--- config.mk ---
export PLATFORM = sky130hd
export DESIGN_NAME = bcc_core
export DESIGN_NICKNAME = d
export VERILOG_FILES = /design/src/bcc_pkg.sv /design/src/bcc_alu_if.sv /design/src/bcc_core.sv /design/src/bcc_alu.sv
export SDC_FILE = /design/constraint.sdc
export NUM_CORES = 1
export LEC_CHECK = 0
export ABC_AREA = 1
export ABC_CLOCK_PERIOD_IN_PS = 7600
export BUFFER_PORTS_ARGS = -buffer_cell sky130_fd_sc_hd__buf_4
export CORE_UTILIZATION = 44
export DETAILED_ROUTE_END_ITERATION = 8
export PLACE_DENSITY = 0.62
export SLEW_MARGIN = 20
export SYNTH_ARGS = -nofsm -noshare
export SYNTH_HDL_FRONTEND = slang
export SYNTH_SLANG_ARGS = --single-unit
export TNS_END_PERCENT = 20
--- constraint.sdc ---
create_clock -name sys_clk -period 7.6 [get_ports sys_clk]
set_input_delay 0.76 -clock sys_clk [delete_from_list [all_inputs] [get_ports sys_clk]]
set_output_delay 0.76 -clock sys_clk [all_outputs]
set_load 0.05 [all_outputs]
--- src/bcc_pkg.sv ---
// constants, opcodes and decode helpers shared by the byte cpu core
`default_nettype none
package bcc_pkg;
	localparam int              DATA_W      = 8;
	localparam int              PC_W        = 16;
	localparam int              CNT_W       = 5;
	localparam logic [7:0]      DATA_RESET  = 8'h00;
	localparam logic [15:0]     PC_RESET    = 16'h0000;
	localparam logic [7:0]      FLAGS_RESET = 8'h02;
	localparam logic [7:0]      FLAGS_ADDR  = 8'hf7;
	localparam logic [7:0]      SP_TOP      = 8'hff;
	localparam int              FLAG_Z      = 1;
	localparam int              FLAG_C      = 2;
	localparam int              FLAG_BANK   = 4;
	localparam int              PAGE_MSB    = 6;
	localparam logic [6:0]      PAGE_START  = 7'h00;
	localparam logic [7:0]      DATA_ONE    = 8'h01;
	localparam logic [15:0]     PC_STEP     = 16'h0001;
	localparam logic [CNT_W-1:0] CNT_ONE    = 5'h01;
	localparam logic [1:0]      BYTES_ONE   = 2'h1;
	localparam logic [1:0]      BYTES_TWO   = 2'h2;

	// ------------------------------------------------------------
	// opcodes
	// ------------------------------------------------------------
	localparam logic [7:0] OP_SYSCALL     = 8'h00;
	localparam logic [7:0] OP_ADD_IMM     = 8'h01;
	localparam logic [7:0] OP_PUSH        = 8'h08;
	localparam logic [7:0] OP_ADC_IMM     = 8'h09;
	localparam logic [7:0] OP_SUB_IMM     = 8'h11;
	localparam logic [7:0] OP_SBB_IMM     = 8'h19;
	localparam logic [7:0] OP_HALT        = 8'h30;
	localparam logic [7:0] OP_XOR_IMM     = 8'h31;
	localparam logic [7:0] OP_ADD_SP      = 8'h38;
	localparam logic [7:0] OP_CMP_IMM     = 8'h39;
	localparam logic [7:0] OP_IND_POSTINC = 8'h3e;
	localparam logic [7:0] OP_REG_READ    = 8'h5d;
	localparam logic [7:0] OP_REG_WRITE   = 8'h60;
	localparam logic [7:0] OP_SHIFT_LEFT  = 8'h64;

	// ------------------------------------------------------------
	// cycle counts and step indices
	// ------------------------------------------------------------
	localparam logic [CNT_W-1:0] CYC_SYSCALL   = 5'h0f;
	localparam logic [CNT_W-1:0] CYC_FOUR      = 5'h04;
	localparam logic [CNT_W-1:0] CYC_FIVE      = 5'h05;
	localparam logic [CNT_W-1:0] CYC_REG_READ  = 5'h06;
	localparam logic [CNT_W-1:0] CYC_HALT      = 5'h09;
	localparam logic [CNT_W-1:0] CYC_IND       = 5'h0a;
	localparam logic [CNT_W-1:0] STEP_OPCODE   = 5'h00;
	localparam logic [CNT_W-1:0] STEP_OPERAND  = 5'h01;
	localparam logic [CNT_W-1:0] STEP_EXEC     = 5'h02;
	localparam logic [CNT_W-1:0] STEP_DATA     = 5'h03;
	localparam logic [CNT_W-1:0] STEP_IND_DATA = 5'h04;

	typedef enum logic [2:0] {
		ALU_ADD, ALU_ADC, ALU_SUB, ALU_SBB, ALU_CMP, ALU_XOR, ALU_SHL, ALU_PASS
	} bcc_alu_op_e;

	typedef enum logic {BCC_RUN, BCC_HALT} bcc_state_e;

	function automatic logic [1:0] op_bytes(input logic [7:0] opc);
		case (opc)
			OP_ADD_IMM, OP_ADC_IMM, OP_SUB_IMM, OP_SBB_IMM, OP_XOR_IMM, OP_ADD_SP,
			OP_CMP_IMM, OP_IND_POSTINC, OP_REG_READ, OP_REG_WRITE: op_bytes = BYTES_TWO;
			default: op_bytes = BYTES_ONE;
		endcase
	endfunction

	function automatic logic [CNT_W-1:0] op_cycles(input logic [7:0] opc);
		case (opc)
			OP_SYSCALL:                 op_cycles = CYC_SYSCALL;
			OP_HALT:                    op_cycles = CYC_HALT;
			OP_ADD_SP, OP_CMP_IMM:      op_cycles = CYC_FIVE;
			OP_REG_WRITE:               op_cycles = CYC_FIVE;
			OP_REG_READ:                op_cycles = CYC_REG_READ;
			OP_IND_POSTINC:             op_cycles = CYC_IND;
			default:                    op_cycles = CYC_FOUR;
		endcase
	endfunction

	function automatic bcc_alu_op_e op_alu(input logic [7:0] opc);
		case (opc)
			OP_ADD_IMM:    op_alu = ALU_ADD;
			OP_ADC_IMM:    op_alu = ALU_ADC;
			OP_SUB_IMM:    op_alu = ALU_SUB;
			OP_SBB_IMM:    op_alu = ALU_SBB;
			OP_CMP_IMM:    op_alu = ALU_CMP;
			OP_XOR_IMM:    op_alu = ALU_XOR;
			OP_SHIFT_LEFT: op_alu = ALU_SHL;
			default:       op_alu = ALU_PASS;
		endcase
	endfunction
endpackage
`default_nettype wire

--- src/bcc_alu_if.sv ---
// operand and result bundle between the core sequencer and its alu
`timescale 1ns/1ns
`default_nettype none
interface bcc_alu_if;
	import bcc_pkg::*;
	bcc_alu_op_e op;
	logic [7:0]  a;
	logic [7:0]  b;
	logic        cin;
	logic [7:0]  res;
	logic        cout;
	logic        upd_c;
	modport core (output op, output a, output b, output cin,
		input res, input cout, input upd_c);
	modport alu (input op, input a, input b, input cin,
		output res, output cout, output upd_c);
endinterface
`default_nettype wire

--- src/bcc_core.sv ---
// byte cpu core: working registers, three address spaces, opcode sequencer
// Operation
// [RULE1] five working registers, pc sixteen bits
// [RULE2] reset clears registers, flags become 02h
// [RULE3] push steps stack pointer automatically
// [RULE4] stack pointer wraps FFh to 00h silently
// [RULE5] only flags visible, at F7h both banks
// [RULE6] rom, ram, register spaces on separate buses
// [RULE7] pc increments across flash block boundaries
// [RULE8] page-spanning non-jump instruction adds one cycle
// [RULE9] register space: two banks of 256 bytes
// [RULE10] bank bit in flags picks register bank
// [RULE11] firmware keeps bank 0 selected normally
// [RULE12] opcode 00 system call, 15 cycles
// [RULE13] opcode 01 add immediate, carry and zero
// [RULE14] opcode 08 pushes accumulator, 4 cycles
// [RULE15] opcode 30 halts, 9 cycles
// [RULE16] opcode 31 xor immediate, zero only
// [RULE17] opcode 38 adds signed immediate to sp
// [RULE18] opcode 39 compares, accumulator kept
// [RULE19] opcode 3E indirect load, pointer post-increment
// [RULE20] opcode 5D reads register space to accumulator
// [RULE21] opcode 60 writes accumulator to register space
// [RULE22] opcode 64 shifts left, top bit to carry
// [RULE23] undefined opcodes run as four-cycle no-ops
// [RULE24] full cycle count before next fetch
`timescale 1ns/1ns
`default_nettype none
module bcc_core (
	input  wire logic        sys_clk,
	input  wire logic        rstn,
	input  wire logic        clk_en,
	output logic [15:0]      rom_addr,
	input  wire logic [7:0]  rom_data,
	output logic [7:0]       ram_addr,
	output logic [7:0]       ram_wdata,
	output logic             ram_we,
	output logic             ram_re,
	input  wire logic [7:0]  ram_rdata,
	output logic [7:0]       reg_addr,
	output logic             reg_bank,
	output logic [7:0]       reg_wdata,
	output logic             reg_we,
	output logic             reg_re,
	input  wire logic [7:0]  reg_rdata,
	output logic             halted,
	output logic             syscall
);
	import bcc_pkg::*;

	// ------------------------------------------------------------
	// state
	// ------------------------------------------------------------
	bcc_state_e       state, next_state;
	logic [CNT_W-1:0] cnt, next_cnt;
	logic [CNT_W-1:0] total, next_total;
	logic [7:0]       op, next_op;
	logic [7:0]       opnd, next_opnd;
	logic [7:0]       ptr, next_ptr;
	logic [7:0]       acc, next_acc;
	logic [7:0]       idx, next_idx;
	logic [15:0]      pc, next_pc;
	logic [7:0]       sp, next_sp;
	logic [7:0]       flags, next_flags;
	logic [15:0]      next_rom_addr;
	logic [7:0]       next_ram_addr, next_ram_wdata;
	logic             next_ram_we, next_ram_re;
	logic [7:0]       next_reg_addr, next_reg_wdata;
	logic             next_reg_bank, next_reg_we, next_reg_re;
	logic             next_halted, next_syscall;
	logic             run, exec_now;
	logic [7:0]       rd_val;

	bcc_alu_if alu_bus ();

	bcc_alu u_alu (
		.alu (alu_bus)
	);

	assign alu_bus.op  = op_alu(op);
	assign alu_bus.a   = acc;
	assign alu_bus.b   = opnd;
	assign alu_bus.cin = flags[FLAG_C];

	assign run      = (state == BCC_RUN);
	assign exec_now = (cnt == ((op_bytes(op) == BYTES_TWO) ? STEP_EXEC : STEP_OPERAND));
	// flags shadow the register space at their address in either bank
	assign rd_val   = (opnd == FLAGS_ADDR) ? flags : reg_rdata; // see [RULE5]

	// ------------------------------------------------------------
	// sequencer
	// ------------------------------------------------------------
	always_comb begin
		next_state     = state;
		next_cnt       = cnt;
		next_total     = total;
		next_op        = op;
		next_opnd      = opnd;
		next_ptr       = ptr;
		next_acc       = acc;
		next_idx       = idx;
		next_pc        = pc;
		next_sp        = sp;
		next_flags     = flags;
		next_rom_addr  = rom_addr;
		next_ram_addr  = ram_addr;
		next_ram_wdata = ram_wdata;
		next_ram_we    = 1'b0;
		next_ram_re    = 1'b0;
		next_reg_addr  = reg_addr;
		next_reg_bank  = reg_bank;
		next_reg_wdata = reg_wdata;
		next_reg_we    = 1'b0;
		next_reg_re    = 1'b0;
		next_halted    = halted;
		next_syscall   = 1'b0;
		case (state)
			BCC_RUN: begin
				next_cnt = cnt + CNT_ONE;
				if (cnt == STEP_OPCODE) begin
					// opcode comes over the dedicated program bus
					next_op       = rom_data; // see [RULE6]
					next_total    = op_cycles(rom_data); // see [RULE23]
					next_pc       = pc + PC_STEP; // see [RULE7]
					next_rom_addr = pc + PC_STEP;
				end else if (cnt == STEP_OPERAND && op_bytes(op) == BYTES_TWO) begin
					next_opnd     = rom_data;
					next_pc       = pc + PC_STEP; // see [RULE7]
					next_rom_addr = pc + PC_STEP;
					// operand sits in the next flash page
					if (pc[PAGE_MSB:0] == PAGE_START) begin
						next_total = total + CNT_ONE; // see [RULE8]
					end
				end
				if (exec_now) begin
					case (op)
						OP_ADD_IMM, OP_ADC_IMM, OP_SUB_IMM, OP_SBB_IMM, OP_XOR_IMM,
						OP_SHIFT_LEFT: begin
							next_acc = alu_bus.res; // see [RULE13]
							next_flags[FLAG_Z] = (alu_bus.res == DATA_RESET);
							if (alu_bus.upd_c) begin
								next_flags[FLAG_C] = alu_bus.cout; // see [RULE16] [RULE22]
							end
						end
						OP_CMP_IMM: begin
							next_flags[FLAG_Z] = (alu_bus.res == DATA_RESET); // see [RULE18]
							next_flags[FLAG_C] = alu_bus.cout;
						end
						OP_PUSH: begin
							next_ram_addr  = sp; // see [RULE14]
							next_ram_wdata = acc;
							next_ram_we    = 1'b1;
							next_sp        = sp + DATA_ONE; // see [RULE3] [RULE4]
						end
						OP_ADD_SP: next_sp = sp + opnd; // see [RULE17]
						OP_IND_POSTINC: begin
							next_ram_addr = opnd; // see [RULE19]
							next_ram_re   = 1'b1;
						end
						OP_REG_READ: begin
							if (opnd != FLAGS_ADDR) begin
								next_reg_addr = opnd; // see [RULE20] [RULE9]
								next_reg_bank = flags[FLAG_BANK]; // see [RULE10]
								next_reg_re   = 1'b1;
							end
						end
						OP_REG_WRITE: begin
							if (opnd == FLAGS_ADDR) begin
								next_flags = acc; // see [RULE5]
							end else begin
								next_reg_addr  = opnd; // see [RULE21] [RULE9]
								next_reg_bank  = flags[FLAG_BANK]; // see [RULE10]
								next_reg_wdata = acc;
								next_reg_we    = 1'b1;
							end
						end
						default: begin
							// system call, halt and undefined opcodes change nothing here
							next_flags = flags; // see [RULE12] [RULE23]
						end
					endcase
				end
				if (cnt == STEP_DATA && op == OP_REG_READ) begin
					next_acc = rd_val; // see [RULE20]
					next_flags[FLAG_Z] = (rd_val == DATA_RESET);
				end
				if (cnt == STEP_DATA && op == OP_IND_POSTINC) begin
					next_ptr      = ram_rdata; // see [RULE19]
					next_ram_addr = ram_rdata;
					next_ram_re   = 1'b1;
				end
				if (cnt == STEP_IND_DATA && op == OP_IND_POSTINC) begin
					next_acc = ram_rdata; // see [RULE19]
					next_flags[FLAG_Z] = (ram_rdata == DATA_RESET);
					next_ram_addr  = opnd;
					next_ram_wdata = ptr + DATA_ONE;
					next_ram_we    = 1'b1;
				end
				// next fetch only once the whole count has run
				if (cnt == total - CNT_ONE) begin
					next_cnt = STEP_OPCODE; // see [RULE24]
					if (op == OP_HALT) begin
						next_state  = BCC_HALT; // see [RULE15]
						next_halted = 1'b1;
					end
					if (op == OP_SYSCALL) begin
						next_syscall = 1'b1; // see [RULE12]
					end
				end
			end
			default: next_halted = 1'b1;
		endcase
	end

	always_ff @(posedge sys_clk or negedge rstn) begin
		if (!rstn) begin
			state     <= BCC_RUN;
			cnt       <= STEP_OPCODE;
			total     <= CYC_FOUR;
			op        <= DATA_RESET;
			opnd      <= DATA_RESET;
			ptr       <= DATA_RESET;
			acc       <= DATA_RESET; // see [RULE1] [RULE2]
			idx       <= DATA_RESET;
			pc        <= PC_RESET;
			sp        <= DATA_RESET;
			flags     <= FLAGS_RESET;
			rom_addr  <= PC_RESET;
			ram_addr  <= DATA_RESET;
			ram_wdata <= DATA_RESET;
			ram_we    <= 1'b0;
			ram_re    <= 1'b0;
			reg_addr  <= DATA_RESET;
			reg_bank  <= 1'b0;
			reg_wdata <= DATA_RESET;
			reg_we    <= 1'b0;
			reg_re    <= 1'b0;
			halted    <= 1'b0;
			syscall   <= 1'b0;
		end else if (clk_en) begin
			state     <= next_state;
			cnt       <= next_cnt;
			total     <= next_total;
			op        <= next_op;
			opnd      <= next_opnd;
			ptr       <= next_ptr;
			acc       <= next_acc;
			idx       <= next_idx;
			pc        <= next_pc;
			sp        <= next_sp;
			flags     <= next_flags;
			rom_addr  <= next_rom_addr;
			ram_addr  <= next_ram_addr;
			ram_wdata <= next_ram_wdata;
			ram_we    <= next_ram_we;
			ram_re    <= next_ram_re;
			reg_addr  <= next_reg_addr;
			reg_bank  <= next_reg_bank;
			reg_wdata <= next_reg_wdata;
			reg_we    <= next_reg_we;
			reg_re    <= next_reg_re;
			halted    <= next_halted;
			syscall   <= next_syscall;
		end
	end
endmodule
`default_nettype wire

--- src/bcc_alu.sv ---
// eight bit arithmetic and logic unit of the byte cpu core
`timescale 1ns/1ns
`default_nettype none
module bcc_alu (
	bcc_alu_if.alu alu
);
	import bcc_pkg::*;
	logic [8:0] wide;

	always_comb begin
		wide = {1'b0, alu.a};
		alu.upd_c = 1'b1;
		case (alu.op)
			ALU_ADD: wide = {1'b0, alu.a} + {1'b0, alu.b}; // see [RULE13]
			ALU_ADC: wide = {1'b0, alu.a} + {1'b0, alu.b} + {8'h00, alu.cin};
			ALU_SUB, ALU_CMP: wide = {1'b0, alu.a} - {1'b0, alu.b};
			ALU_SBB: wide = {1'b0, alu.a} - {1'b0, alu.b} - {8'h00, alu.cin};
			ALU_XOR: begin
				wide = {1'b0, alu.a ^ alu.b}; // see [RULE16]
				alu.upd_c = 1'b0;
			end
			ALU_SHL: wide = {alu.a, 1'b0}; // see [RULE22]
			default: alu.upd_c = 1'b0;
		endcase
		alu.res = wide[7:0];
		alu.cout = wide[8];
	end
endmodule
`default_nettype wire

# --- Word level (Yosys, flattened, before mapping) ---
# Cells that the tools add are included.
classes:
  n_addsub: 11
  eq_ne: 39
  mux: 65
  n_bitwise: 4
  n_reduce_logical: 47
ops:
  columns: ["operator", "count"]
  rows:
  - ["$mux 8", 13]
  - ["$eq 8x6->1 const B", 9]
  - ["$pmux 9 s6", 1]
  - ["$pmux 8 s2", 3]
  - ["$eq 8x7->1 const B", 5]
  - ["$logic_not 8->1", 5]
  - ["$mux 1", 32]
  - ["$mux 16", 2]
  - ["$reduce_and 4->1", 6]
  - ["$pmux 3 s7", 1]
  - ["$mux 5", 4]
  - ["$pmux 4 s5", 1]
  - ["$add 16x1->16 const B", 1]
  - ["$add 8x1->8 const B", 2]
  - ["$eq 8x4->1 const B", 2]
  - ["$eq 8x5->1 const B", 2]
  - ["$reduce_bool 2->1", 8]
  - ["$reduce_and 5->1", 3]
  - ["$reduce_and 3->1", 4]
  - ["$reduce_and 6->1", 2]
  - ["$reduce_bool 3->1", 4]
  - ["$reduce_or 6->1", 2]
  - ["$add 5x1->5 const B", 2]
  - ["$mux 2", 5]
  - ["35 further kinds", 47]
word_totals:
  ff_bits: 114
  in_bits: 27
  output_inout_bits: 55
  wordCells: 189

# --- Logic depth before layout (Yosys ltp) ---
logic_depth:
  depth_word: 10
  ltp_mapped: 23
  ltp_nobuf: 23

# --- Cells and area by module ---
# From an unflattened synthesis, not the netlist that was laid out.
hier_totals:
  cells_unflattened: 1115
  hier_area_um2: 8181.6
modules_own_cells:
  columns: ["mod", "n_inst", "cells_per_inst", "area_per_inst_um2", "seq_area_each_um2"]
  rows:
  - ["bcc_core", 1, 786, 6471.2, 2855.2]
  - ["bcc_alu", 1, 329, 1710.4, 0.0]

# --- Least setup slack after synthesis ---
# No wires, ideal clock.
synth_timing:
  kind: "register to register"
  startpoint: "reg op[6]"
  endpoint: "reg sp[7]"
  setup_ns: 0.128
  arrival_time_ns: 2.562
  required_ns: 7.472
  path_slack_ns: 4.910
  stages_incl_launch_ff: 18
  path_buffers: 0
  synth_period_minus_slack_ns: 2.690
  path_cell_list: "dfrtp_1 > inv_2 > nand2_2 > nor2_4 > inv_1 > nor2_1 > clkinv_1 > nor2_1 > ha_1 > a21oi_1 > nand2_1 > a21o_1 > a21oi_1 > o21ai_0 > a21oi_1 > o21a_1 > nor3_2 > xor2_1"
synth_between:
  elab_chain_len: 7
  word_cells_on_any_way: 19
  classes_between: "13 x eq/ne; 3 x mux; 3 x reduce/logical"
synth_lines:
  columns: ["item", "line", "source"]
  rows:
  - ["start, declared", "bcc_core.sv:57", "logic [7:0] op, next_op;"]
  - ["start signal, assigned", "bcc_core.sv:244", "op <= next_op;"]
  - ["$eq 8x7->1 (tied with other cells)", "bcc_pkg.sv:63", "case (opc)"]
  - ["$reduce_or 10->1", "bcc_pkg.sv:63", null]
  - ["$mux 2", "bcc_pkg.sv:63", null]
  - ["$eq 2x2->1", "bcc_core.sv:86", "assign exec_now = (cnt == ((op_bytes(op) == BYTES_TWO) ? STEP_EXEC : STEP_OPERAND));"]
  - ["$mux 2", "bcc_core.sv:86", null]
  - ["$eq 5x2->1", "bcc_core.sv:86", null]
  - ["$reduce_and 4->1 (no source line)", null, null]
  - ["end signal, assigned", "bcc_core.sv:250", "sp <= next_sp;"]
  - ["end, declared", "bcc_core.sv:63", "logic [7:0] sp, next_sp;"]
# Several ways; a longest one is shown, not always the timed one.
# A chain may end at the register's enable or synchronous reset.

# --- Worst setup path in the final report ---
layout_timing:
  startpoint: "reg op[1]"
  endpoint: "reg sp[7]"
# The elaborated chain is that of the path after synthesis.

==> flow_summary.toml <==
[timing]
tns_ps = 0
setup_viol = 0
slew_violations = 0
slew_headroom_pct = 42.6
fin_crit_sh_pct = 42.2
tightest_slew_ps = 861
finalCriticalPeriod_ps = 3200
fin_skew_ps = 13.6
rsz0062_at_grt = "no"
hold_viol = 0
fmax_mhz = 312

[finish]
largest-register = "pc"
antenna_cells = 0
fin_nets = 1212
syn_to_final_growth_pct = 17.4
final_cell_mix = "271 x nand2_1, 129 x inv_1, 112 x dfrtp_1"
layout_commonest_cell = "nand2_1"
largest_reg_flops = 16
fin_util_pct = 53.3
drive_gt1_share_pct = 15.2

[cts]
cts_tree = "done"
post_cts_buffers = 0
clkSinkCount = 114
cts_hold_buf = 0
path_clk_slew_ps = 50
h-tree-depth = 4
cts_buffers = 17
clockBufferDepth = 2
clkLatencyLatePin_ps = 430
post_cts_resized = 0
ctsRootBufferMaster = "clkbuf_16"

[power]
ir_drop_uv = 265
leakagePower_uw = 0.00458
power_density_mw_per_mm2 = 374

[synth]
ys_types = 59
ys_warn_count = 0
synth_area_mm2 = 0.00787
synth_nets = 1128
synth_seq_cells = 114
synth_edf_count = 0
dominantRegCellSynth = "dfrtp_1"
yosysSeqAreaShare_pct = 36.3
syn_avg_cell_area_um2 = 7.40
syn_inst = 1063
synthArstFlopShare_pct = 100

[run_status]
status = "finished, final reports clean"

[drt]
avgRoutedWirePerCell_um = 16.8
drc_errors = 0
drt_iter0_markers = 521
drt-vias-per-instance = 5.44
drtPass1Iterations = 5
ant_nets = 0
routed-via-count = 7528
wirelength_mm = 23.3

[min_path]
hold_class = "input pin to async pin"

[critical_path]
crit_path_max_fanout = 9
reg2reg_setup_slack_ps = 4400
path_class = "flip-flop to flip-flop"
cp-start-kind = "flip-flop"
cp-end-kind = "flip-flop"
worstPathArrival_ps = 3550
required_ps = 7950

[die]
core_area_mm2 = 0.0174
die_width_um = 136
initial_core_util_pct = 45.3
dieArea_mm2 = 0.0184
row_count = 48
dieHeight_um = 136
ios = 82

[place]
io_buffers = 81
dp_hpwl_mm = 17.8
gp_congestion = 0.926

[flow_run]
max-cap-violations = 0

[global_routing]
grt_max_degree = 67
overflow = 0
grt_pass1_vias = 7089
antenna_found_initial = 0
grt_usage_pct = 26.6
grt_pass1_wl_mm = 37.3
-- path summary, 6_finish.rpt --
path / start / end / depth (start not counted)
max: op[1] / sp[7] / 15
min: rstn / reg_wdata[3] / 1
max reg2reg: op[1] / sp[7] / 15
min reg2reg: halted / halted / 2
max in group asynchronous: rstn / ram_re / 2
min in group sys_clk: halted / halted / 2
-- through the flow --
stage | area (µm²) | worst slack (ps) | hold WS [ps] | total power (µW) | instances
2_1_floorplan | 7870 | 4910 | 442 | 2190 | 1063
3_3_place_gp | 8670 | 4420 | 451 | 2670 | 1352
3_5_place_dp | 8670 | 4340 | 452 | 2670 | 1352
4_1_cts | 9230 | 4350 | 461 | 3450 | 1384
5_1_grt | 9240 | 4000 | 482 | 3720 | 1385
6_report | 9240 | 4400 | 422 | 3450 | 1385
-- cells by family after synthesis --
kind of cell	Yosys count	synth area share, %
and+or+nand+nor	522	30.6
AOI/OAI and AO/OA	185	13.5
buffers and inverters	159	8.03
DFF	114	36.3
adders and majority gates	38	6.33
xor gates and xnor gates	35	3.90
muxes	10	1.34
-- cell usage after synthesis (7+ instances only) --
master | n | area (µm²)
a21oi_1 | 33 | 165
dfrtp_1 | 112 | 2800
nor2_4 | 7 | 78.8
o21ai_1 | 26 | 130
o21ai_0 | 79 | 395
clkbuf_1 | 8 | 30.0
nand2_1 | 271 | 1020
nand2_2 | 10 | 62.6
nor2_1 | 84 | 315
ha_1 | 35 | 438
inv_1 | 129 | 484
xnor2_1 | 12 | 105
o22ai_1 | 13 | 81.3
nand4_1 | 17 | 106
nand3_1 | 83 | 415
xor2_1 | 23 | 201
inv_2 | 9 | 33.8
nor3_1 | 14 | 70.1
-- per-layer routing --
layer  vias up  track usage, %  wire [µm]
li1       3676               -          -
met1      3562            37.0      10900
met2       245            41.4      10400
met3        45            4.19       1450
met4         0            9.99        592
met5         -               0          0
-- final cells by class --
cell class                      count  area [µm²]
Timing Repair Buffer               83         629
Tap cell                          225         282
Multi-Input combinational cell    790        4380
Clock buffer                       23         478
Clock inverter                      9        81.3
Sequential cell                   114        2860
Inverter                          141         534
Fill cell                        1703        8110
-- power by group --
part	switching, µW	total, µW	internal, µW	leakage [µW]
Clock	289	761	473	0.000269
Combinational	1240	1790	552	0.00284
Sequential	165	901	736	0.00147
Total	1690	3450	1760	0.00458
-- critical path: stages (launching register included) --
cell and delay, ps:
dfrtp_1 400, nor2_1 230, nand3_1 110, nor2_1 270, clkinv_1 310, nor2_1 190
ha_1 300, a21oi_1 150, nand2_1 90, a21o_1 170, a21oi_1 190, o21ai_0 110
a21oi_1 190, nor3_1 80, nor3_2 170, xor2_1 160
Note: power is estimated with default switching activity, not from simulation.
